<file path="config.mk">
export PLATFORM = sky130hd
export DESIGN_NAME = sp_driver
export DESIGN_NICKNAME = d
export VERILOG_FILES = /design/src/pkg/sp_pkg.sv /design/src/pkg/sp_stream_if.sv /design/src/logic/sp_driver.sv /design/src/logic/sp_fifo.sv
export VERILOG_INCLUDE_DIRS = /design/src /design/src/pkg
export SDC_FILE = /design/constraint.sdc
export NUM_CORES = 1
export LEC_CHECK = 0
export BUFFER_PORTS_ARGS = -buffer_cell sky130_fd_sc_hd__clkbuf_2
export CORE_ASPECT_RATIO = 0.7
export CORE_MARGIN = 3
export CORE_UTILIZATION = 50
export DETAILED_ROUTE_END_ITERATION = 10
export PLACE_DENSITY = 0.74
export SYNTH_ARGS = -nofsm -noshare
export SYNTH_HDL_FRONTEND = slang
export SYNTH_SLANG_ARGS = --single-unit
</file>
<file path="constraint.sdc">
create_clock -name MCLK -period 10.52 [get_ports MCLK]
set_clock_uncertainty 0.05 [all_clocks]
set_input_delay 3.156 -clock MCLK [delete_from_list [all_inputs] [get_ports MCLK]]
set_output_delay 3.156 -clock MCLK [all_outputs]
set_load 0.05 [all_outputs]
</file>
<file path="src/pkg/sp_consts.svh">
// Constants of the 32-stage serial-in, parallel-out display driver.
// Assumes inclusion by bare name from the package and the design modules.
`ifndef SP_CONSTS_SVH
`define SP_CONSTS_SVH

// Number of shift stages, latches and drive outputs.
`define SP_STAGES 32
// Flip-flops in each pin synchroniser.
`define SP_SYNC_DEPTH 2
// Default depth of the event FIFO.
`define SP_FIFO_DEPTH 32
// Controller clock period, used only to derive the cycle figures below.
`define SP_MCLK_PERIOD_NS 40
// Shortest serial clock phase that the controller keeps.
`define SP_CLK_WIDTH_NS 62
// The same phase in MCLK cycles, rounded up as a least time.
`define SP_CLK_WIDTH_CYC ((`SP_CLK_WIDTH_NS + `SP_MCLK_PERIOD_NS - 1) / `SP_MCLK_PERIOD_NS)
// Reset value of every shift stage, latch and drive enable.
`define SP_BITS_RESET 32'h0000_0000
// Reset value of the clock, data, latch and hold synchronisers and the edge detectors.
`define SP_SYNC_RESET 2'h0
// Reset value of the mask and polarity synchronisers: both inputs idle high.
`define SP_CTRL_IDLE 2'h3

`endif

</file>
<file path="src/pkg/sp_pkg.sv">
// Types shared by the driver core and its testbench.
// Assumes sp_consts.svh is on the include path.
`include "sp_consts.svh"

package sp_pkg;

  typedef logic [`SP_STAGES-1:0]     sp_bits_t;
  typedef logic [`SP_SYNC_DEPTH-1:0] sp_sync_t;

  // One entry per serial clock fall or latch-transfer level change.
  typedef struct packed {
    logic shift_valid;
    logic shift_bit;
    logic latch_level;
  } sp_event_s;

  typedef struct packed {
    sp_sync_t sclk_sync;
    sp_sync_t data_sync;
    sp_sync_t latch_sync;
    sp_sync_t mask_sync;
    sp_sync_t inv_sync;
    sp_sync_t hold_sync;
    logic     sclk_prev;
    logic     latch_prev;
    sp_bits_t shreg;
    sp_bits_t latches;
    logic     latch_level;
    sp_bits_t drive_oe;
    logic     sink_level;
    logic     sdo;
    logic     overrun;
  } sp_state_s;

  // Drive enables from latch contents, output mask and polarity select.
  function automatic sp_bits_t sp_drive_bits(sp_bits_t latches, logic mask_n, logic inv_n);
    sp_bits_t r;
    r = '0;
    if (!mask_n) begin
      r = inv_n ? '0 : '1;
    end else begin
      r = inv_n ? latches : ~latches;
    end
    return r;
  endfunction

endpackage

</file>
<file path="src/pkg/sp_stream_if.sv">
// Valid/ready stream between the driver core and its event FIFO.
// Assumes both ends run on the same clock.
`timescale 1ns/10ps

interface sp_stream_if #(
  parameter int WIDTH = 3
);
  logic             valid;
  logic             ready;
  logic [WIDTH-1:0] data;

  modport src (output valid, output data, input ready);
  modport snk (input valid, input data, output ready);
endinterface // sp_stream_if

</file>
<file path="src/logic/sp_driver.sv">
// Core of the 32-stage serial-in, parallel-out open-drain display driver.
// Assumes all pins but MCLK and RESET_N are asynchronous to MCLK and that the controller keeps its timing.
`timescale 1ns/10ps
`include "sp_consts.svh"

module sp_driver #(
  parameter int FIFO_DEPTH = `SP_FIFO_DEPTH
) (
  input  wire logic                  MCLK,
  input  wire logic                  RESET_N,
  input  wire logic                  SCLK,
  input  wire logic                  SDATA,
  input  wire logic                  LATCH_TRANSFER_N,
  input  wire logic                  OUTPUT_MASK_N,
  input  wire logic                  INVERT_SEL_N,
  input  wire logic                  HOLD_UPDATE,
  output logic                       SDO,
  output logic [`SP_STAGES-1:0]      DRIVE_OUTPUTS_O,
  output logic [`SP_STAGES-1:0]      DRIVE_OUTPUTS_OE,
  output logic                       OVERRUN
);
  localparam int EW = $bits(sp_pkg::sp_event_s);

  // Edge detection needs each serial clock phase to span at least two samples.
  if (`SP_CLK_WIDTH_CYC < `SP_SYNC_DEPTH) begin : g_rate_check
    $error("sp_driver clock too slow for the serial clock phase width");
  end
  if (FIFO_DEPTH < 2) begin : g_depth_check
    $error("sp_driver fifo depth must be at least 2");
  end

  sp_pkg::sp_state_s  st_reg;
  sp_pkg::sp_state_s  st_next;
  sp_pkg::sp_event_s  push_ev;
  sp_pkg::sp_event_s  pop_ev;
  logic               sclk_fall;
  logic               latch_change;
  logic               pop_fire;
  sp_pkg::sp_bits_t   sh_shifted;

  sp_stream_if #(.WIDTH(EW)) push_if ();
  sp_stream_if #(.WIDTH(EW)) pop_if ();

  // Events are queued so that shifts and latch transfers keep their order.
  sp_fifo #(
    .WIDTH (EW),
    .DEPTH (FIFO_DEPTH)
  ) u_fifo (
    .clk   (MCLK),
    .rst_n (RESET_N),
    .fill  (push_if),
    .drain (pop_if)
  );

  assign sclk_fall    = st_reg.sclk_prev & ~st_reg.sclk_sync[1];
  assign latch_change = st_reg.latch_prev ^ st_reg.latch_sync[1];

  always_comb begin
    push_ev             = '0;
    push_ev.shift_valid = sclk_fall;
    push_ev.shift_bit   = st_reg.data_sync[1];
    push_ev.latch_level = st_reg.latch_sync[1];
  end

  assign push_if.valid = sclk_fall | latch_change;
  assign push_if.data  = push_ev;
  assign pop_ev        = sp_pkg::sp_event_s'(pop_if.data);
  // Freezing the drain lets the queue fill; a full queue then drops events.
  assign pop_if.ready  = ~st_reg.hold_sync[1];
  assign pop_fire      = pop_if.valid & pop_if.ready;
  assign sh_shifted    = {st_reg.shreg[`SP_STAGES-2:0], pop_ev.shift_bit};

  always_comb begin
    st_next = st_reg;
    st_next.sclk_sync  = {st_reg.sclk_sync[0], SCLK};
    st_next.data_sync  = {st_reg.data_sync[0], SDATA};
    st_next.latch_sync = {st_reg.latch_sync[0], LATCH_TRANSFER_N};
    st_next.mask_sync  = {st_reg.mask_sync[0], OUTPUT_MASK_N};
    st_next.inv_sync   = {st_reg.inv_sync[0], INVERT_SEL_N};
    st_next.hold_sync  = {st_reg.hold_sync[0], HOLD_UPDATE};
    st_next.sclk_prev  = st_reg.sclk_sync[1];
    st_next.latch_prev = st_reg.latch_sync[1];
    st_next.sink_level = 1'b0;
    if (push_if.valid && !push_if.ready) begin
      st_next.overrun = 1'b1;
    end
    if (pop_fire) begin
      if (pop_ev.shift_valid) begin
        st_next.shreg = sh_shifted;
      end
      st_next.latch_level = pop_ev.latch_level;
    end
    if (st_next.latch_level) begin
      st_next.latches = st_next.shreg;
    end
    st_next.sdo = st_next.shreg[`SP_STAGES-1];
    st_next.drive_oe = sp_pkg::sp_drive_bits(st_next.latches,
                                             st_reg.mask_sync[1],
                                             st_reg.inv_sync[1]);
  end

  // Reset only gives the data a known start; it is not meaningful until loaded.
  always_ff @(posedge MCLK) begin
    if (!RESET_N) begin
      st_reg           <= '0;
      // Mask and polarity start at their idle level, so no output turns on after reset.
      st_reg.mask_sync <= `SP_CTRL_IDLE;
      st_reg.inv_sync  <= `SP_CTRL_IDLE;
    end else begin
      st_reg <= st_next;
    end
  end

  assign SDO              = st_reg.sdo;
  assign DRIVE_OUTPUTS_O  = {`SP_STAGES{st_reg.sink_level}};
  assign DRIVE_OUTPUTS_OE = st_reg.drive_oe;
  assign OVERRUN          = st_reg.overrun;
endmodule // sp_driver

</file>
<file path="src/logic/sp_fifo.sv">
// Synchronous show-ahead FIFO with valid/ready on both sides.
// Assumes one clock and a synchronous active-low reset.
`timescale 1ns/10ps
`include "sp_consts.svh"

module sp_fifo #(
  parameter int WIDTH = 3,
  parameter int DEPTH = `SP_FIFO_DEPTH
) (
  input wire logic clk,
  input wire logic rst_n,
  sp_stream_if.snk fill,
  sp_stream_if.src drain
);
  localparam int AW = $clog2(DEPTH);

  typedef struct packed {
    logic [DEPTH-1:0][WIDTH-1:0] mem;
    logic [AW-1:0]               wr_ptr;
    logic [AW-1:0]               rd_ptr;
    logic [AW:0]                 count;
  } sp_fifo_state_s;

  // Pointers wrap by overflow, so the depth must be a power of two.
  if (DEPTH < 2 || (DEPTH & (DEPTH - 1)) != 0) begin : g_depth_check
    $error("sp_fifo depth must be a power of two of at least 2");
  end

  sp_fifo_state_s st_reg;
  sp_fifo_state_s st_next;
  logic           push;
  logic           pop;

  assign fill.ready  = (st_reg.count != DEPTH[AW:0]);
  assign drain.valid = (st_reg.count != '0);
  assign drain.data  = st_reg.mem[st_reg.rd_ptr];
  assign push        = fill.valid & fill.ready;
  assign pop         = drain.valid & drain.ready;

  always_comb begin
    st_next = st_reg;
    if (push) begin
      st_next.mem[st_reg.wr_ptr] = fill.data;
      st_next.wr_ptr = st_reg.wr_ptr + 1'b1;
    end
    if (pop) begin
      st_next.rd_ptr = st_reg.rd_ptr + 1'b1;
    end
    if (push && !pop) begin
      st_next.count = st_reg.count + 1'b1;
    end else if (pop && !push) begin
      st_next.count = st_reg.count - 1'b1;
    end
  end

  always_ff @(posedge clk) begin
    if (!rst_n) begin
      st_reg <= '0;
    end else begin
      st_reg <= st_next;
    end
  end
endmodule // sp_fifo

</file>
# After elaboration in Yosys (flattened, before gate mapping)
# Cells that the tools add are included.
[totals]
regBits = 226
[classes]
n_addsub = 4
n_lt_le_gt_ge = 3
eq_ne = 1
n_mux = 14
n_bitwise = 8
n_reduce_logical = 9
[op_table]
columns = ["operator", "n"]
rows = [
  ["32-bit two-way mux", 6],
  ["96-bit bitwise mux", 1],
  ["32-bit NOT", 1],
  ["3-bit binary-select mux with 5-bit select", 1],
  ["3-bit demux with 5-bit select", 1],
  ["5-bit by 6-bit < comparator with 1-bit output (second input constant)", 2],
  ["6-bit two-way mux", 2],
  ["5-bit by 1-bit adder with 5-bit output (second input constant)", 2],
  ["6-bit by 1-bit adder with 6-bit output (second input constant)", 1],
  ["3-bit two-way mux", 2],
  ["6-bit != test (second input constant)", 1],
  ["6-bit nonzero test", 1],
  ["6-bit by 1-bit subtractor with 6-bit output (second input constant)", 1],
  ["5-bit by 1-bit greater-or-equal comparator with 1-bit output (second input constant)", 1],
  ["1-bit logical AND", 4],
  ["1-bit AND", 3],
  ["1-bit zero test", 3],
  ["1-bit NOT", 2],
  ["2-bit nonzero test", 1],
  ["1-bit two-way mux", 1],
  ["1-bit OR", 1],
  ["1-bit XOR", 1],
]

# Logic depth before layout (Yosys ltp)
[logic_depth]
ltp_word = 8
mapped_depth = 14

# Modules after synthesis
# A second synthesis with hierarchy kept.
[unflattened]
cells_unflattened = 1209
hier_area_um2 = 10914.2
[modules_own_cells]
columns = ["module", "instances", "cells_each", "area_per_inst_um2"]
rows = [
  ["sp_fifo", 1, 616, 5519.0],
  ["sp_driver", 1, 593, 5395.2],
]

# Worst setup path before layout
# OpenSTA, ideal clock, no wires.
[synth_path]
path_type = "in2reg"
from = "input port RESET_N"
to = "register st_reg, in the netlist DRIVE_OUTPUTS_OE[22]"
arrival_ps = 4414
required_ps = 10336
slack_ps = 5922
stages = 6
cell_sequence = "clkbuf_1 > inv_1 > clkbuf_1 > nor3_1 > clkbuf_1 > or4_1"
[synth_rtl]
columns = ["item", "line", "source"]
rows = [
  ["start, declared", "sp_driver.sv:10", "input wire logic RESET_N,"],
  ["end signal, assigned", "sp_driver.sv:110", "st_reg <= st_next;"],
  ["end, declared", "sp_driver.sv:32", "sp_pkg::sp_state_s st_reg;"],
]

==> key figures <==
Clocking
  • Post-CTS setup buffers: 0
  • Post-CTS Resized: 0
  • Htree depth: 1
  • Clock Path Buffers: 3
  • Clk sink count: 224
  • CTS Hold Bufs: 0
  • Worst-Skew Late Latency: 0.51 ns
  • Clk slew on worst S/H paths: 0.07 ns
  • TritonCTS Buffers: 21
  • TritonCTS clock tree: done
  • Clk root buf: clkbuf_16

Layout
  • Final Non-Filler Cells: 1,368
  • Most common cell after layout, fill and taps aside: dfxtp_1
  • Commonest cells after routing, fill and taps aside: dfxtp_1, nor2_1, a21oi_1
  • Final #Nets: 1,103
  • Layout cells sized above 1: 0.114
  • Area delta synth->final: 5.34%
  • Max reg flops: 112
  • Antenna Cells: 0
  • Post-layout util: 0.545

Floorplanning
  • Core area: 20,100 µm²
  • Initial cell density of the core: 0.517
  • Chip width: 178 µm
  • Die area: 22,500 µm²
  • # IOs: 74
  • Rows: 43
  • Die Ht: 127 µm

STA
  • Max-slew headroom: 0.289
  • Slew Viols, Final: 0
  • Hold Slack: 0.370 ns
  • Worst-margin pin slew: 1.06 ns
  • FMAX: 187 MHz
  • TNS Setup: 0 ns
  • Unrepaired setup endpoints after global routing: no
  • Min Tclk post-route: 5.36 ns
  • Final hold vios: 0
  • Final Worst Setup Slack: 5.16 ns
  • Count of final setup violators: 0
  • Final period utilization: 0.510

Global routing
  • Total Routing Usage GR: 0.202
  • First-pass GRT wire length: 37.8 mm
  • Total grt overflow: 0
  • Antenna violations before repair: 0
  • Vias in the first global route: 7,222
  • Largest net degree at the start of global routing: 126

Pwr
  • Power per cell area: 229 nW/µm²
  • Max VDD drop: 0.142 mV
  • Leakage: 4.83 nW

Place
  • IO buf count: 41
  • Gpl congestion: 0.784
  • Placed Cells: 1,331
  • Dpl hpwl: 14.0 mm
  • Dpl ws: 4.64 ns

Yosys
  • Post-synth EDFFs: 0
  • Top-area cell type share of the netlist area: 0.432
  • Mean post-synth cell area: 9.13 µm²
  • Cell Area, Synth: 10,400 µm²
  • Most used DFF post-synth: dfxtp_1
  • Sequential area share after synthesis: 0.432
  • Synth top area cells: dfxtp_1, mux2i_1, nor2_1
  • Count of cell types in the netlist: 50
  • Yosys top cell by area: dfxtp_1
  • Async SR Flop Fraction: 0
  • Yosys warns: 0
  • Syn Inst Count: 1,136
  • Number of synthesized register bits: 224

Flow run
  • MaxCap Viol Count: 0

Hold path
  • Hold Startpoint: st_next[105]$_SDFF_PN1_
  • HP Class: flop to flop

Setup path
  • Worst r2r src: u_fifo.st_reg[8]$_SDFFE_PN0N_
  • Crit start category: primary input
  • Arrival @ worst endpoint: 5.70 ns
  • Required @ worst endpoint: 10.86 ns
  • WS Path Type: primary input to flop
  • Crit-path max FO: 125
  • Crit path capture type: flop
  • Worst Setup SP: RESET_N

Routing
  • Final wirelength: 23.2 mm
  • WL/cell: 17.0 µm
  • First-pass DRT Iterations: 6
  • Iter 0 DRT Violations: 838
  • Via Count: 7,914
  • Vias per std cell: 5.79
  • Final ANT Viol Nets: 0
  • DRC viols: 0

Run status
  • Run status: complete, no violations
## power breakdown
| part | internal [mW] | total, mW | switching [mW] |
|---|---|---|---|
| clock network | 0.421 | 0.747 | 0.326 |
| registers | 0.962 | 1.03 | 0.0716 |
| logic | 0.216 | 0.722 | 0.506 |
## logic make-up after synthesis
family | Yosys count | synth area share
buffers and inverters | 168 | 0.0905
XOR/XNOR | 13 | 0.0110
multiplexers | 127 | 0.150
AND/OR/NAND/NOR | 402 | 0.192
AO/OA/AOI/OAI | 190 | 0.110
flip-flops | 224 | 0.432
adder cells (fa/ha/maj) | 11 | 0.0140
other | 1 | 0.000361
## synth_stat cells, types with 12 or more instances
master / n
nor2_1: 156
clkbuf_1: 66
mux4_2: 23
a21oi_1: 105
or4_1: 32
nand3_1: 65
o21ai_1: 29
and3_1: 32
a311oi_1: 31
mux2i_1: 103
buf_4: 66
or3_1: 34
dfxtp_1: 224
and2_1: 16
nand2_1: 41
buf_2: 12
## path summary, 6_finish.rpt
kind / depth (start not counted) / endpoint / slack, ns
max reg2reg: 8 / DRIVE_OUTPUTS_OE[0]$_SDFF_PN0_ / 6.01
min: 1 / st_reg[105]$_SDFF_PN1_ / 0.37
max: 6 / DRIVE_OUTPUTS_OE[24]$_SDFF_PN0_ / 5.16
min reg2reg: 1 / st_reg[105]$_SDFF_PN1_ / 0.37
## cell type report
type,count,area (µm²)
sequential,224,4490
timing repair buffer,54,303
multi-input combinational,775,5100
tap,270,338
fill,1769,9140
inverter,8,35.0
clock inverter,9,76.3
clock buffer,28,592
## per-layer routing
metal | wire [µm] | track usage
met3 | 1770 | 0.0353
met2 | 10200 | 0.302
met5 | 0 | 0
met4 | 289 | 0.0378
met1 | 11000 | 0.308
## critical path, cell delays in order
cell and delay (ns):
clkbuf_2 0.27, inv_6 0.70, buf_4 0.79, or3_1 0.21, a21oi_1 0.06, or4_1 0.42
## stage by stage
stage	total power, mW	area, µm²
6_report	2.50	10900
5_1_grt	2.64	10900
4_1_cts	2.51	10900
3_5_place_dp	1.77	10300
3_3_place_gp	1.75	10300
2_1_floorplan	1.68	10500
Power figures use the tool's default switching activity.
